`src/pot_pkg.sv`:
```
// Package: constants, codes and carrier types for the serial potentiometer command logic.
// Assumes a single 10 MHz system clock.
package pot_pkg;
	localparam int CLK_HZ = 10000000;
	localparam int WRITE_TYPICAL_MS = 5;
	localparam int WRITE_MAX_MS = 10;
	localparam int WRITE_CYCLES = WRITE_TYPICAL_MS * (CLK_HZ / 1000);
	localparam int WRITE_LIMIT_CYCLES = WRITE_MAX_MS * (CLK_HZ / 1000);
	localparam int WIPER_RESPONSE_NS = 100;
	localparam int WIPER_RESPONSE_CYCLES = (WIPER_RESPONSE_NS * (CLK_HZ / 1000000) + 999) / 1000;
	localparam logic [3:0] DEVICE_TYPE_ID = 4'hA; // Arbitrary value
	localparam logic [3:0] OP_READ_WIPER = 4'h9;
	localparam logic [3:0] OP_WRITE_WIPER = 4'hA;
	localparam logic [3:0] OP_READ_STORED = 4'hB;
	localparam logic [3:0] OP_WRITE_STORED = 4'hC;
	localparam logic [3:0] OP_COPY_TO_WIPER = 4'hD;
	localparam logic [3:0] OP_COPY_TO_STORED = 4'hE;
	localparam logic [3:0] OP_STEP = 4'h2;
	localparam int OPCODE_MSB = 7;
	localparam int SELECT_MSB = 3;
	localparam int WIPER_WIDTH = 6;
	localparam logic [5:0] WIPER_MAX = 6'h3F;
	localparam logic [5:0] WIPER_RESET = 6'h00;

	typedef struct packed {
		logic [3:0] opcode;
		logic [1:0] select;
		logic [1:0] pad;
	} instruction_type;

	typedef struct packed {
		logic start;
		logic stop;
		logic rise;
		logic fall;
		logic sda;
	} bus_event_type;
endpackage : pot_pkg

```
`src/stored_setting_memory.sv`:
```
// Holds the four stored-setting registers with a registered read port.
// Assumes the caller sequences writes with its own write timer.
`timescale 1ns/1ps
`default_nettype none
module stored_setting_memory #(
	parameter int WIDTH = 6,
	parameter int DEPTH = 4
) (
	input wire logic clk,
	input wire logic write_en,
	input wire logic [$clog2(DEPTH)-1:0] write_addr,
	input wire logic [WIDTH-1:0] write_data,
	input wire logic [$clog2(DEPTH)-1:0] read_addr,
	output logic [WIDTH-1:0] read_data
);
	// Cleared contents give the power-up load a defined value
	logic [WIDTH-1:0] mem [DEPTH] = '{default: '0};

	always_ff @(posedge clk) begin
		if (write_en) begin
			mem[write_addr] <= write_data;
		end
	end

	always_ff @(posedge clk) begin
		read_data <= mem[read_addr];
	end
endmodule : stored_setting_memory
`default_nettype wire

```
`src/serial_pot_command_logic.sv`:
```
// Two-wire slave command logic: address match, instruction decode, wiper register and stored settings.
// Assumes SCL and SDA arrive asynchronously; SDA is open drain, driven low only while SDA_OE is high.
`timescale 1ns/1ps
`default_nettype none
// Overview of operation
// - Acknowledge only when address bits 3, 2 and 0 match the three straps and bit 1 is zero.
// - Stop after a nonvolatile write starts the write cycle; inputs are ignored.
// - Withhold address acknowledge while writing; acknowledge once finished.
// - Instruction byte: opcode upper four, select next two, lowest two zero.
// - Opcode 1001 reads, 1010 writes the wiper position register.
// - Opcode 1011 reads, 1100 writes the selected stored setting.
// - 1101 copies stored setting to wiper; 1110 copies wiper to stored setting.
// - Opcode 0010 with select zero enables wiper stepping; the logic accepts opcode 0010 with any select.
// - Copy commands end after instruction; reads and writes carry a data byte.
// - Copy to wiper is volatile; wiper output follows after response delay.
// - Copy wiper to stored setting runs as a nonvolatile write.
// - While stepping, a clock high with data high steps up.
// - While stepping, a clock high with data low steps down.
// - Wiper is a 6-bit counter decoded to one of sixty-four switches.
// - At power-up the wiper loads from stored setting zero.
// - Every stored-setting change is a nonvolatile write finishing within 10 ms.
// - Upper four address bits must match the fixed device type identifier.
// - Acknowledge address, instruction, and a following data byte.
// - Write-protect low blocks all nonvolatile writes.
module serial_pot_command_logic #(
	parameter int WRITE_CYCLES = pot_pkg::WRITE_CYCLES,
	parameter logic [3:0] DEVICE_TYPE = pot_pkg::DEVICE_TYPE_ID
) (
	input wire logic REF_CLK,
	input wire logic SYS_RST,
	input wire logic SCL,
	input wire logic SDA_IN,
	output logic SDA_OUT,
	output logic SDA_OE,
	input wire logic ADDRESS_STRAP_LOW,
	input wire logic ADDRESS_STRAP_MID,
	input wire logic ADDRESS_STRAP_HIGH,
	input wire logic WRITE_PROTECT_N,
	output logic [5:0] WIPER_POSITION,
	output logic [63:0] WIPER_SWITCH,
	output logic WRITE_BUSY
);
	typedef enum {
		ST_IDLE, ST_ADDR, ST_ADDR_ACK, ST_INSTR, ST_INSTR_ACK, ST_WDATA, ST_WDATA_ACK,
		ST_RDATA, ST_RDATA_ACK, ST_STEP, ST_IGNORE
	} state_type;

	state_type state;
	logic [1:0] scl_sync;
	logic [1:0] sda_sync;
	logic [1:0] wp_sync;
	logic [2:0] strap_sync0;
	logic [2:0] strap_sync1;
	logic scl_prev;
	logic sda_prev;
	pot_pkg::bus_event_type ev;
	logic [2:0] bit_count;
	logic [7:0] shift;
	pot_pkg::instruction_type instr;
	logic [5:0] wiper;
	logic [5:0] wiper_shown;
	logic [$clog2(pot_pkg::WIPER_RESPONSE_CYCLES+1)-1:0] response_count;
	logic response_pending;
	logic pending_write;
	logic [1:0] pending_addr;
	logic [5:0] pending_data;
	logic [31:0] write_count;
	logic mem_write_en;
	logic [1:0] mem_read_addr;
	logic [5:0] mem_read_data;
	logic powerup_load;
	logic [1:0] powerup_phase;
	logic [7:0] read_shift;
	logic addr_match;
	logic ack_drive;

	function automatic logic [5:0] step_wiper(input logic [5:0] value, input logic up);
		if (up) begin
			step_wiper = (value == pot_pkg::WIPER_MAX) ? value : 6'(value + 6'h01);
		end else begin
			step_wiper = (value == 6'h00) ? value : 6'(value - 6'h01);
		end
	endfunction : step_wiper

	function automatic logic [63:0] one_hot(input logic [5:0] value);
		one_hot = 64'h1 << value;
	endfunction : one_hot

	stored_setting_memory #(
		.WIDTH(pot_pkg::WIPER_WIDTH),
		.DEPTH(4)
	) stored_setting_memory_inst (
		.clk(REF_CLK),
		.write_en(mem_write_en),
		.write_addr(pending_addr),
		.write_data(pending_data),
		.read_addr(mem_read_addr),
		.read_data(mem_read_data)
	);

	// Input synchronisers
	always_ff @(posedge REF_CLK) begin
		if (SYS_RST) begin
			scl_sync <= 2'h3;
			sda_sync <= 2'h3;
			wp_sync <= 2'h0;
			strap_sync0 <= 3'h0;
			strap_sync1 <= 3'h0;
		end else begin
			scl_sync <= {scl_sync[0], SCL};
			sda_sync <= {sda_sync[0], SDA_IN};
			wp_sync <= {wp_sync[0], WRITE_PROTECT_N};
			strap_sync0 <= {ADDRESS_STRAP_HIGH, ADDRESS_STRAP_MID, ADDRESS_STRAP_LOW};
			strap_sync1 <= strap_sync0;
		end
	end

	// Bus condition detection
	always_ff @(posedge REF_CLK) begin
		if (SYS_RST) begin
			scl_prev <= 1'b1;
			sda_prev <= 1'b1;
		end else begin
			scl_prev <= scl_sync[1];
			sda_prev <= sda_sync[1];
		end
	end

	always_comb begin
		ev.sda = sda_sync[1];
		ev.start = scl_sync[1] && scl_prev && sda_prev && !sda_sync[1];
		ev.stop = scl_sync[1] && scl_prev && !sda_prev && sda_sync[1];
		ev.rise = scl_sync[1] && !scl_prev;
		ev.fall = !scl_sync[1] && scl_prev;
	end

	// Address byte: type id, then strap high, strap mid, unstrapped zero, strap low
	always_comb begin
		addr_match = (shift[7:4] == DEVICE_TYPE)
			&& (shift[3:0] == {strap_sync1[2], strap_sync1[1], 1'b0, strap_sync1[0]});
	end

	assign mem_read_addr = powerup_load ? 2'h0 : instr.select;

	// Command state machine
	always_ff @(posedge REF_CLK) begin
		if (SYS_RST) begin
			state <= ST_IDLE;
			bit_count <= 3'h0;
			shift <= 8'h00;
			instr <= '0;
			ack_drive <= 1'b0;
			read_shift <= 8'h00;
		end else if (ev.start) begin
			state <= ST_ADDR;
			bit_count <= 3'h0;
			shift <= 8'h00;
			ack_drive <= 1'b0;
		end else if (ev.stop) begin
			state <= ST_IDLE;
			ack_drive <= 1'b0;
		end else begin
			case (state)
				ST_IDLE, ST_IGNORE: begin
					ack_drive <= 1'b0;
				end
				ST_ADDR, ST_INSTR, ST_WDATA: begin
					if (ev.rise) begin
						shift <= {shift[6:0], ev.sda};
						bit_count <= 3'(bit_count + 3'h1);
					end else if (ev.fall && bit_count == 3'h0 && shift != 8'h00 && state == ST_ADDR) begin
						if (addr_match && !WRITE_BUSY && !pending_write && !powerup_load) begin
							ack_drive <= 1'b1;
							state <= ST_ADDR_ACK;
						end else begin
							state <= ST_IGNORE;
						end
					end
					if (ev.fall && bit_count == 3'h0 && state == ST_INSTR) begin
						instr <= shift;
						case (shift[7:4])
							pot_pkg::OP_READ_WIPER, pot_pkg::OP_WRITE_WIPER, pot_pkg::OP_READ_STORED,
							pot_pkg::OP_WRITE_STORED, pot_pkg::OP_COPY_TO_WIPER, pot_pkg::OP_COPY_TO_STORED,
							pot_pkg::OP_STEP: begin
								ack_drive <= 1'b1;
								state <= ST_INSTR_ACK;
							end
							default: state <= ST_IGNORE;
						endcase
					end
					if (ev.fall && bit_count == 3'h0 && state == ST_WDATA) begin
						ack_drive <= 1'b1;
						state <= ST_WDATA_ACK;
					end
				end
				ST_ADDR_ACK: begin
					if (ev.fall) begin
						ack_drive <= 1'b0;
						shift <= 8'h00;
						state <= ST_INSTR;
					end
				end
				ST_INSTR_ACK: begin
					if (ev.fall) begin
						ack_drive <= 1'b0;
						case (instr.opcode)
							pot_pkg::OP_READ_WIPER: begin
								read_shift <= {2'b00, wiper};
								state <= ST_RDATA;
							end
							pot_pkg::OP_READ_STORED: begin
								read_shift <= {2'b00, mem_read_data};
								state <= ST_RDATA;
							end
							pot_pkg::OP_WRITE_WIPER, pot_pkg::OP_WRITE_STORED: state <= ST_WDATA;
							pot_pkg::OP_STEP: state <= ST_STEP;
							default: state <= ST_IGNORE;
						endcase
					end
				end
				ST_WDATA_ACK: begin
					if (ev.fall) begin
						ack_drive <= 1'b0;
						state <= ST_IGNORE;
					end
				end
				ST_RDATA: begin
					if (ev.fall) begin
						read_shift <= {read_shift[6:0], 1'b1};
						bit_count <= 3'(bit_count + 3'h1);
						if (bit_count == 3'h7) begin
							state <= ST_RDATA_ACK;
						end
					end
				end
				ST_RDATA_ACK: begin
					if (ev.fall) begin
						state <= ST_IGNORE;
					end
				end
				ST_STEP: begin
					ack_drive <= 1'b0;
				end
				default: state <= ST_IDLE;
			endcase
		end
	end

	// Open-drain data drive
	always_ff @(posedge REF_CLK) begin
		if (SYS_RST) begin
			SDA_OE <= 1'b0;
			SDA_OUT <= 1'b0;
		end else begin
			SDA_OUT <= 1'b0;
			SDA_OE <= ack_drive || (state == ST_RDATA && !read_shift[7]);
		end
	end

	// Wiper position register
	always_ff @(posedge REF_CLK) begin
		if (SYS_RST) begin
			wiper <= pot_pkg::WIPER_RESET;
			powerup_load <= 1'b1;
			powerup_phase <= 2'h0;
		end else if (powerup_load) begin
			powerup_phase <= 2'(powerup_phase + 2'h1);
			if (powerup_phase == 2'h2) begin
				wiper <= mem_read_data;
				powerup_load <= 1'b0;
			end
		end else if (state == ST_WDATA && ev.fall && bit_count == 3'h0
				&& instr.opcode == pot_pkg::OP_WRITE_WIPER) begin
			wiper <= shift[5:0];
		end else if (state == ST_INSTR_ACK && ev.fall && instr.opcode == pot_pkg::OP_COPY_TO_WIPER) begin
			wiper <= mem_read_data;
		end else if (state == ST_STEP && ev.fall) begin
			wiper <= step_wiper(wiper, sda_prev);
		end
	end

	// Wiper output follows after the response delay
	always_ff @(posedge REF_CLK) begin
		if (SYS_RST) begin
			wiper_shown <= pot_pkg::WIPER_RESET;
			response_count <= '0;
			response_pending <= 1'b0;
			WIPER_POSITION <= pot_pkg::WIPER_RESET;
			WIPER_SWITCH <= 64'h1;
		end else begin
			if (wiper != wiper_shown) begin
				wiper_shown <= wiper;
				response_pending <= 1'b1;
				response_count <= '0;
			end else if (response_pending) begin
				response_count <= response_count + 1'b1;
				if (response_count == ($bits(response_count))'(pot_pkg::WIPER_RESPONSE_CYCLES - 1)) begin
					response_pending <= 1'b0;
					WIPER_POSITION <= wiper_shown;
					WIPER_SWITCH <= one_hot(wiper_shown);
				end
			end
		end
	end

	// Nonvolatile write capture and timer
	always_ff @(posedge REF_CLK) begin
		if (SYS_RST) begin
			pending_write <= 1'b0;
			pending_addr <= 2'h0;
			pending_data <= 6'h00;
			write_count <= 32'h0;
			WRITE_BUSY <= 1'b0;
			mem_write_en <= 1'b0;
		end else begin
			mem_write_en <= 1'b0;
			if (state == ST_WDATA && ev.fall && bit_count == 3'h0
					&& instr.opcode == pot_pkg::OP_WRITE_STORED && wp_sync[1]) begin
				pending_write <= 1'b1;
				pending_addr <= instr.select;
				pending_data <= shift[5:0];
			end else if (state == ST_INSTR_ACK && ev.fall
					&& instr.opcode == pot_pkg::OP_COPY_TO_STORED && wp_sync[1]) begin
				pending_write <= 1'b1;
				pending_addr <= instr.select;
				pending_data <= wiper;
			end else if (pending_write && ev.start) begin
				pending_write <= 1'b0;
			end else if (pending_write && ev.stop && !WRITE_BUSY) begin
				pending_write <= 1'b0;
				WRITE_BUSY <= 1'b1;
				write_count <= 32'h0;
			end
			if (WRITE_BUSY) begin
				write_count <= write_count + 32'h1;
				if (write_count == 32'(WRITE_CYCLES - 1)) begin
					WRITE_BUSY <= 1'b0;
					mem_write_en <= 1'b1;
				end
			end
		end
	end
endmodule : serial_pot_command_logic
`default_nettype wire

```
`config.mk`:
```
export PLATFORM = sky130hd
export DESIGN_NAME = serial_pot_command_logic
export DESIGN_NICKNAME = d
export VERILOG_FILES = /design/src/pot_pkg.sv /design/src/stored_setting_memory.sv /design/src/serial_pot_command_logic.sv
export SDC_FILE = /design/constraint.sdc
export NUM_CORES = 1
export LEC_CHECK = 0
export BUFFER_PORTS_ARGS = -buffer_cell sky130_fd_sc_hd__buf_2
export CAP_MARGIN = 20
export CORE_MARGIN = 5
export CORE_UTILIZATION = 50
export CTS_BUF_LIST = sky130_fd_sc_hd__clkbuf_8 sky130_fd_sc_hd__clkbuf_16
export DETAILED_ROUTE_END_ITERATION = 10
export PLACE_DENSITY = 0.69
export SLEW_MARGIN = 5
export SYNTH_ARGS = -nofsm -noshare
export SYNTH_HDL_FRONTEND = slang
export SYNTH_HIERARCHICAL = 1
export SYNTH_SLANG_ARGS = --single-unit
```
`constraint.sdc`:
```
create_clock -name REF_CLK -period 2.1 [get_ports REF_CLK]
set_clock_uncertainty 0.05 [all_clocks]
set_input_delay 0.42 -clock REF_CLK [delete_from_list [all_inputs] [get_ports REF_CLK]]
set_output_delay 0.42 -clock REF_CLK [all_outputs]
set_load 0.02 [all_outputs]
```
==> results.yml, run 1 <==
yosys:
  synth_edf_count: 24
  synth_top_family_by_area: "simple AND/OR/NAND/NOR gates"
  async_flop_share_pct: 0
  synthAdderAreaFrac_pct: 1.46
  yosys_warnings: 6
  muxShareOfSynthArea_pct: 3.98
  syn-cell-area_um2: 9060
  avgSynthCellArea_um2: 8.72
  synth_top_area_share_pct: 40.0
  synth-simple-area-share_pct: 25.9
  synthesis.nets: 1057
  synth_ff_type: "dfxtp_1"
  yosys.cell_types.count: 71
  synthXorXnorAreaFrac_pct: 2.03
  synth_compound_area_share_pct: 14.5
  synth_seq_area_share_pct: 47.9
  yosysTopAreaCell: "dfxtp_1"
  ys_seq_elements: 205
  synthCells: 1039
  synth_area_leaders: "dfxtp_1, edfxtp_1, a21oi_1, nor2_1, nand2_1"
hold_path:
  min_from: "SDA_IN"
  hold_depth: 2
  hp-class: "in2reg"
  min_to: "sda_sync[0]"
cts:
  cts_tree: "done"
  cts.sinks: 205
  cts-htree-levels: 1
  clkTransAtPathRegs_ns: 0.06
  cts_root_buffer: "clkbuf_16"
  clkLatencyLatePin_ns: 0.50
  numCtsBuffers: 23
  clock_path_buffers: 3
global_routing:
  grt_pass1_vias: 7622
  gr-total-overflow: 0
  grt_usage_pct: 22.3
  grt_pass1_wl_um: 38600
  antenna_found_initial: 0
  grt_max_degree: 113
sta:
  maxSlewViolCount: 0
  rsz0062_at_grt: "yes"
  tightest_slew_ns: 0.663
  fmax_mhz: 496
  post-route-period-util_pct: 96.1
  fin_ws_ns: 0.0819
  hold_violations: 0
  final.setup.tns_ns: 0
  min_period_ns: 2.02
  relSlewSlack_pct: 55.8
  finalSetupViolCount: 0
  hold_slack_ns: 0.0498
die:
  core_um2: 17900
  row_count: 49
  die_h_um: 145
  top_level_ports: 81
  die_area_um2: 20900
  die_w_um: 145
  initial_utilization_pct: 50.6
worst_setup_path:
  r2r_slack_ns: 0.08
  cp-start-kind: "register"
  critPathCaptureType: "register"
  reg2reg_from: "shift[6]"
  arrival_ns: 2.37
  required_ns: 2.45
  regToRegEndpoint: "ack_drive"
  crit_fanout: 2
  critPathKind: "reg2reg"
  r2r_cells: 6
power_and_ir_drop:
  p_leak_nw: 4.46
  power.density_nw_per_um2: 897
  vdd_ir_drop_max_uv: 694
layout:
  final_cell_mix: "dfxtp_1, nor2_1, a21oi_1"
  finalCoreUtilization_pct: 62.2
  nets: 1191
  syn_to_final_growth_pct: 22.8
  layout_commonest_cell: "dfxtp_1"
  diodes: 0
  final_area_um2: 11100
  final_layout_size_suffix_gt1_share_pct: 23.0
drt:
  drc: 0
  dr.first_iter.drc_count: 554
  num_vias: 8107
  viasPerCell: 5.72
  routed_wl_um: 24000
  final_antenna_net_count: 0
  firstDrtPassIters: 5
  post_drt_wl_per_cell_um: 16.9
job:
  maxCapViolations: 0
place:
  dp_hpwl_um: 16600
  io_buffers: 79
  post_dp_cell_area_um2: 10200
  place_ws_ns: 0.00320
  place_congestion: 0.875
outcome:
  outcome: "completed"
==> metrics by stage <==
stage | power, mW | std cells
floorplan | 5.36 | 1039
global placement | 5.87 | 1371
detailed placement | 5.89 | 1371
CTS | 9.82 | 1412
global route | 10.4 | 1418
finish | 9.99 | 1418
==> worst max path at each step <==
| stage | from | end | depth (start not counted) | slack (ns) |
|---|---|---|---|---|
| 6_report | shift[6] | ack_drive | 6 | 0.08 |
| 5_1_grt | wiper[1] | WIPER_SWITCH[36] | 8 | -0.03 |
| 4_1_cts | sda_prev | wiper[5] | 8 | 0.04 |
| 3_5_place_dp | wiper[1] | WIPER_SWITCH[48] | 7 | 0.003 |
| 3_3_place_gp | bit_count[0] | wiper[2] | 9 | 0.06 |
| 2_1_floorplan | state[3] | wiper[4] | 7 | 0.05 |
==> where the power goes <==
part | switching (mW) | internal, mW
logic | 1.23 | 0.645
registers | 0.110 | 4.08
clock network | 1.56 | 2.36
==> flip-flops by register name (all words and copies together) (netlist names), 4 cells and up <==
signal,flops
instr,6
stored_setting_memory_inst/read_data,6
wiper,6
read_shift,8
write_count,32
WIPER_POSITION,6
wiper_shown,6
state,4
stored_setting_memory_inst/mem,24
WIPER_SWITCH,64
pending_data,6
shift,8
==> logic make-up (layout without fill, tap and decap cells) <==
kind of cell             Yosys count  after routing
XOR/XNOR                          21             21
flip-flops                       205            205
multiplexers                      28             28
AO/OA/AOI/OAI                    212            212
other                              1              1
buffers and inverters             94            244
AND/OR/NAND/NOR                  468            468
adder cells (fa/ha/maj)           10             10
==> worst max-delay path: stages, from the launching register on <==
cell      delay [ns]
dfxtp_1         0.31
or3_1           0.40
buf_4           0.15
nor4_1          0.35
and3_1          0.26
a311oi_1        0.12
nor4_1          0.28
==> cell usage after synthesis, drive strengths merged (7+ instances only) <==
master	n
a21oi	116
a31oi	7
or3	13
o21ai	15
ha	9
nand4	18
nand2	91
xor2	11
clkbuf	63
o211ai	9
nand3	45
and2	7
a22oi	11
a311oi	9
inv	17
nor2	137
or2	13
nand2b	10
nor3	43
and3	9
buf	13
a211oi	13
nor2b	22
nor4	32
edfxtp	24
xnor2	10
mux2i	18
o21a	7
dfxtp	181
==> what timing repair did <==
action / CTS / global route
hold buffers: 0 / 0
gates resized for setup: 2 / 27
endpoints found under the hold margin: 0 / 0
pin swaps: 0 / 7
buffers inserted: 0 / 4
gates cloned: 0 / 2
setup endpoints to repair: 3 / 43
==> routing by layer <==
metal	GRT usage [%]	vias up	wire length, µm
li1	-	3971	-
met1	32.2	3907	10900
met2	35.7	199	11500
met3	2.91	30	1200
met4	5.45	0	364
met5	0	-	0
==> layout make-up <==
| class | instances | area, µm² |
|---|---|---|
| clock inverter | 11 | 77.6 |
| timing repair buffer | 185 | 1230 |
| inverter | 18 | 67.6 |
| fill | 1569 | 6770 |
| multi-input combinational | 740 | 4450 |
| tap | 229 | 287 |
| clock buffer | 30 | 672 |
| sequential | 205 | 4350 |
(Power assumes the default switching activity.)
==> run 2: changes to the inputs <==
Settings changed: CORE_UTILIZATION 50 to 55, CTS_BUF_LIST sky130_fd_sc_hd__clkbuf_8 sky130_fd_sc_hd__clkbuf_16 to not set, PLACE_DENSITY 0.69 to 0.72.
Clock period 2.1 ns to 1.9 ns, I/O delays scaled along.
==> run 2 against run 1 <==
Register-to-register slack got worse by 0.21 ns. Maximum frequency is 0.59% lower. Largest power group unchanged. Combinational power rose by 53%. Setup slack worse by 0.21 ns. Final cell count grew 2.4%. Die area shrank 8.5%. Highest routed layer unchanged. Count of clock-buffer cells in the layout decreased by 3. Via count rose by 3.6%. The run now ends with setup timing left. Non-clock buffer count grew 44. Clock power up 1%.
==> results.yml, run 2 (same netlist as run 1, synthesis figures left out) <==
place:
  dp_cells: 1380
  dp_hpwl_um: 15800
  place_congestion: 0.898
  io_buffers: 79
sta:
  maxSlewViolCount: 0
  rsz0062_at_grt: "yes"
  hold_violations: 0
  min_period_ns: 2.03
  fin_ws_ns: -0.130
  relSlewSlack_pct: 60.5
  finalSetupViolCount: 9
  post-route-period-util_pct: 107
  tightest_slew_ns: 0.591
  fmax_mhz: 493
layout:
  nets: 1235
  fill_cells: 1170
  final_cell_mix: "dfxtp_1, nor2_1, buf_4"
  final_layout_size_suffix_gt1_share_pct: 33.1
  layout_commonest_cell: "dfxtp_1"
  largest_reg_flops: 64
  diodes: 0
  top_regs: "WIPER_SWITCH: 64 flops, write_count: 32 flops, stored_setting_memory_inst/mem: 24 flops"
  final-instance-count-excl-fill: 1452
  syn_to_final_growth_pct: 33.3
  top_register: "WIPER_SWITCH"
cts:
  cts.sinks: 205
  cts_tree: "done"
  numCtsBuffers: 21
  cts_root_buffer: "clkbuf_16"
  clkTransAtPathRegs_ns: 0.06
  cts-htree-levels: 1
  clkLatencyLatePin_ns: 0.50
  clock_path_buffers: 3
drt:
  drc: 0
  final_antenna_net_count: 0
  post_drt_wl_per_cell_um: 16.8
  num_vias: 8402
  firstDrtPassIters: 5
  dr.first_iter.drc_count: 743
  routed_wl_um: 24300
  viasPerCell: 5.79
worst_setup_path:
  r2r_cells: 8
  critPathCaptureType: "register"
  required_ns: 2.28
  reg2reg_from: "sda_prev"
  r2r_slack_ns: -0.13
  crit_fanout: 4
  crit_start: "sda_prev"
  critPathKind: "reg2reg"
  arrival_ns: 2.41
  cp-start-kind: "register"
  regToRegEndpoint: "wiper[2]"
  crit_path_end: "wiper[2]"
global_routing:
  grt_max_degree: 58
  grt_pass1_vias: 7711
  antenna_found_initial: 0
  grt_pass1_wl_um: 37700
  grt_usage_pct: 22.8
  gr-total-overflow: 0
hold_path:
  min_from: "SDA_IN"
  hp-class: "in2reg"
die:
  die_area_um2: 19100
  top_level_ports: 81
  row_count: 47
  die_w_um: 138
  die_h_um: 138
  core_um2: 16300
  initial_utilization_pct: 55.4
power_and_ir_drop:
  switching_share_pct: 30.4
  clkPwrFrac_pct: 34.7
  p_switching_mw: 3.48
  p_leak_nw: 4.82
  power.share.sequential_pct: 40.4
  finalPower_mw: 11.4
  internal_power_mw: 7.96
  comb_power_share_pct: 25.0
  vdd_ir_drop_max_uv: 732
  power.density_nw_per_um2: 947
job:
  maxCapViolations: 0
outcome:
  violations: "setup timing"
  outcome: "complete, but fails checks"
-- run 2: cell types whose count changed in the layout (fill, tap and decap cells not counted), moves of 12 or more --
cell | previous run | this run
dfxtp_1 | 179 | 160
nor3_1 | 40 | 25
a21oi_1 | 115 | 103
dfxtp_2 | 1 | 20
a21oi_2 | 1 | 13
buf_4 | 103 | 128
nor4_1 | 24 | 12
-- run 2: area by class of cell --
| class | instances | area (µm²) | area share, % |
|---|---|---|---|
| multi-input combinational | 742 | 5030 | 41.6 |
| sequential | 205 | 4370 | 36.2 |
| timing repair buffer | 229 | 1680 | 13.9 |
| clock buffer | 27 | 578 | 4.79 |
| tap | 220 | 275 | 2.28 |
| clock inverter | 11 | 82.6 | 0.684 |
| inverter | 18 | 67.6 | 0.559 |
-- run 2: how the worst min path moves through the flow --
stage	slack [ns]	cells after the start	to
after global routing	0.03	2	sda_sync[0]
after floorplan	0.34	1	scl_sync[1]
after global placement	0.34	1	sda_sync[1]
after detailed placement	0.35	1	sda_sync[1]
after CTS	0.009	2	sda_sync[0]
final	0.02	2	sda_sync[0]
-- run 2: metal layers --
layer  GRT usage (%)  vias to the layer above  wire length [µm]
met2            39.0                      278             11900
met4            4.94                        0               495
met1            30.7                     3978             10500
li1                -                     4086                 -
met3            3.45                       60              1460
met5               0                        -                 0
-- run 2: repair_timing --
item	4_1_cts	5_1_grt
setup endpoints to repair	36	102
buffers inserted	2	23
pin swaps	11	43
gates cloned	2	6
hold buffers	1	0
resized for setup	29	127
endpoints found under the hold margin	1	0
-- run 2: worst max-delay path, cell delays in order (launching register included) --
cell     delay [ns]
dfxtp_2        0.35
inv_2          0.08
fa_1           0.44
buf_4          0.15
xor2_1         0.20
or3_1          0.15
a21oi_1        0.06
or3_1          0.36
a21oi_2        0.13
-- run 2: stage by stage --
stage	setup WS (ns)	TNS [ns]	hold slack (ns)	util, %	instance area [µm²]
floorplan	-0.119	-0.429	0.339	-	9160
global route	-0.227	-3.14	0.0275	73.9	12100
CTS	-0.0426	-0.233	0.00898	68.8	11200
global placement	-0.0985	-0.664	0.341	63.6	10400
finish	-0.130	-0.397	0.0249	73.9	12100
detailed placement	-0.172	-1.51	0.345	63.6	10400
-- run 2: power groups by stage --
stage / Sequential [mW] / Clock [mW] / Combinational [mW]
6_report: 4.62 / 3.97 / 2.86
4_1_cts: 4.61 / 4.04 / 2.05
3_3_place_gp: 4.69 / 0 / 1.98
2_1_floorplan: 4.73 / 0 / 1.27
3_5_place_dp: 4.70 / 0 / 1.98
5_1_grt: 4.63 / 4.23 / 3.05
==> run 3: changes to the inputs <==
Settings changed: BUFFER_PORTS_ARGS -buffer_cell sky130_fd_sc_hd__buf_2 to -buffer_cell sky130_fd_sc_hd__clkbuf_2, CORE_MARGIN 5 to not set.
==> run 3 against run 2 <==
The flow still finishes with violations (setup timing). Non-clock buffer count increased by 9. Clock power is 17% higher. Sequential power barely moved. Critical path type unchanged. Critical endpoint is now WIPER_SWITCH[43].
==> results.yml, run 3 (same netlist as run 1, synthesis figures left out) <==
worst_setup_path:
  critPathKind: "reg2reg"
  cpPeakStageDelay_ns: 0.37
  required_ns: 2.28
  arrival_ns: 2.39
  cp_top_family: "simple AND/OR/NAND/NOR gates"
  r2r_cells: 9
  critPathCaptureType: "register"
  path_cells: "xor2_2, nor4_2, nand4_1, buf_6, buf_12, buf_12, nor3_2, a21oi_1, nor2_1"
  critPathSlowestCell: "dfxtp_4"
  path_common_cell: "buf_12"
  crit_fanout: 13
  regToRegEndpoint: "WIPER_SWITCH[43]"
  r2r_slack_ns: -0.11
  cp-start-kind: "register"
  reg2reg_from: "wiper[0]"
  path_buf_inv: 3
hold_path:
  min_from: "SCL"
  min_to: "scl_sync[0]"
  hold_depth: 2
  hp-class: "in2reg"
global_routing:
  use_met3_pct: 3.58
  gr-total-overflow: 0
  gr-usage-met2_pct: 45.1
  antenna_found_initial: 0
  grt_max_degree: 65
  grt_usage_pct: 26.7
  met1_usage_pct: 35.7
  grt_pass1_wl_um: 36400
  grt_most_used_layer: "met2"
  grt_pass1_vias: 7494
die:
  top_level_ports: 81
  initial_utilization_pct: 56.7
  die_area_um2: 17000
  core_um2: 16000
  die_w_um: 130
  row_count: 46
  die_h_um: 130
sta:
  fmax_mhz: 497
  min_period_ns: 2.01
  fin_ws_ns: -0.112
  final.setup.tns_ns: -0.671
  rsz0062_at_grt: "yes"
  hold_slack_ns: 0.0177
  finalSetupViolCount: 21
  relSlewSlack_pct: 53.6
  post-route-period-util_pct: 106
  maxSlewViolCount: 0
  tightest_slew_ns: 0.693
  hold_violations: 0
power_and_ir_drop:
  internal_power_mw: 8.74
  power.density_nw_per_um2: 999
  switching_share_pct: 29.1
  clkPwrFrac_pct: 37.7
  p_switching_mw: 3.58
  p_leak_nw: 4.87
  power.share.sequential_pct: 37.6
  vdd_ir_drop_max_uv: 786
  comb_power_share_pct: 24.7
  finalPower_mw: 12.3
cts:
  numCtsBuffers: 22
  cts.sinks: 205
  clock_path_buffers: 3
  clkLatencyLatePin_ns: 0.52
  clkTransAtPathRegs_ns: 0.06
  cts_tree: "done"
  cts_root_buffer: "clkbuf_16"
  cts-htree-levels: 1
drt:
  routed_wl_um: 25100
  num_vias: 8522
  final_antenna_net_count: 0
  firstDrtPassIters: 6
  dr.first_iter.drc_count: 715
  post_drt_wl_per_cell_um: 17.2
  viasPerCell: 5.84
  drc: 0
layout:
  final_layout_size_suffix_gt1_share_pct: 35.3
  largest_reg_flops: 64
  syn_to_final_growth_pct: 36.0
  final_cell_mix: "dfxtp_1, buf_4, nor2_1"
  top_register: "WIPER_SWITCH"
  nets: 1244
  layout_commonest_cell: "dfxtp_1"
  top_regs: "WIPER_SWITCH: 64 flops, write_count: 32 flops, stored_setting_memory_inst/mem: 24 flops"
  final_area_um2: 12300
  diodes: 0
job:
  maxCapViolations: 0
place:
  io_buffers: 79
  place_ws_ns: -0.168
  dp_hpwl_um: 15500
  place_congestion: 0.884
  post_dp_cell_area_um2: 10500
outcome:
  violations: "setup timing"
  outcome: "complete, but fails checks"
-- run 3: cell count changes in the layout (fill, tap and decap cells not counted), moves of 6 or more --
cell	before	now
a21oi_1	103	92
nor3_2	9	17
nor4_1	12	19
nor3_1	25	18
clkbuf_2	0	78
buf_2	79	1
a21oi_2	13	24
clkinv_2	8	2
-- run 3: what timing repair did --
item                                    4_1_cts  5_1_grt
resized for setup                            34      148
pin swaps                                     7       47
hold buffers                                  1        0
hold endpoints to repair                      1        0
buffers inserted                              4       20
endpoints found under the setup margin       73      101
gates cloned                                  2        5
-- run 3: cell type report --
class | count | area, µm²
multi-input cells | 741 | 5030
inverters | 18 | 70.1
clock buffers | 30 | 632
fillers | 1120 | 3670
repair buffers | 238 | 1780
flip-flops and latches | 205 | 4380
clock inverters | 10 | 161
well taps | 216 | 270
-- run 3: worst max path at each step --
stage | from | end | slack, ns | depth (start not counted)
2_1_floorplan | state[1] | wiper[2] | -0.12 | 7
3_3_place_gp | sda_prev | wiper[4] | -0.16 | 8
3_5_place_dp | sda_prev | wiper[4] | -0.17 | 8
4_1_cts | sda_prev | wiper[4] | -0.07 | 8
5_1_grt | wiper_shown[1] | WIPER_SWITCH[22] | -0.25 | 8
6_report | wiper[0] | WIPER_SWITCH[43] | -0.11 | 9
-- run 3: power by group through the flow --
stage / combinational, mW / clock (mW) / sequential [mW]
global route: 3.25 / 4.88 / 4.64
finish: 3.05 / 4.64 / 4.63
floorplan: 1.27 / 0 / 4.73
detailed placement: 2.12 / 0 / 4.71
CTS: 2.43 / 4.68 / 4.63
global placement: 2.10 / 0 / 4.70
-- run 3: through the flow --
step	utilization [%]	instances
6_report	77.1	1458
5_1_grt	77.1	1458
4_1_cts	71.7	1433
3_5_place_dp	65.4	1386
3_3_place_gp	65.4	1386
2_1_floorplan	-	1039
-- run 3: routing by layer --
metal	wire length (µm)	up-vias
met5	0	-
met4	612	0
met3	1510	52
met2	12500	305
met1	10400	4072
li1	-	4093
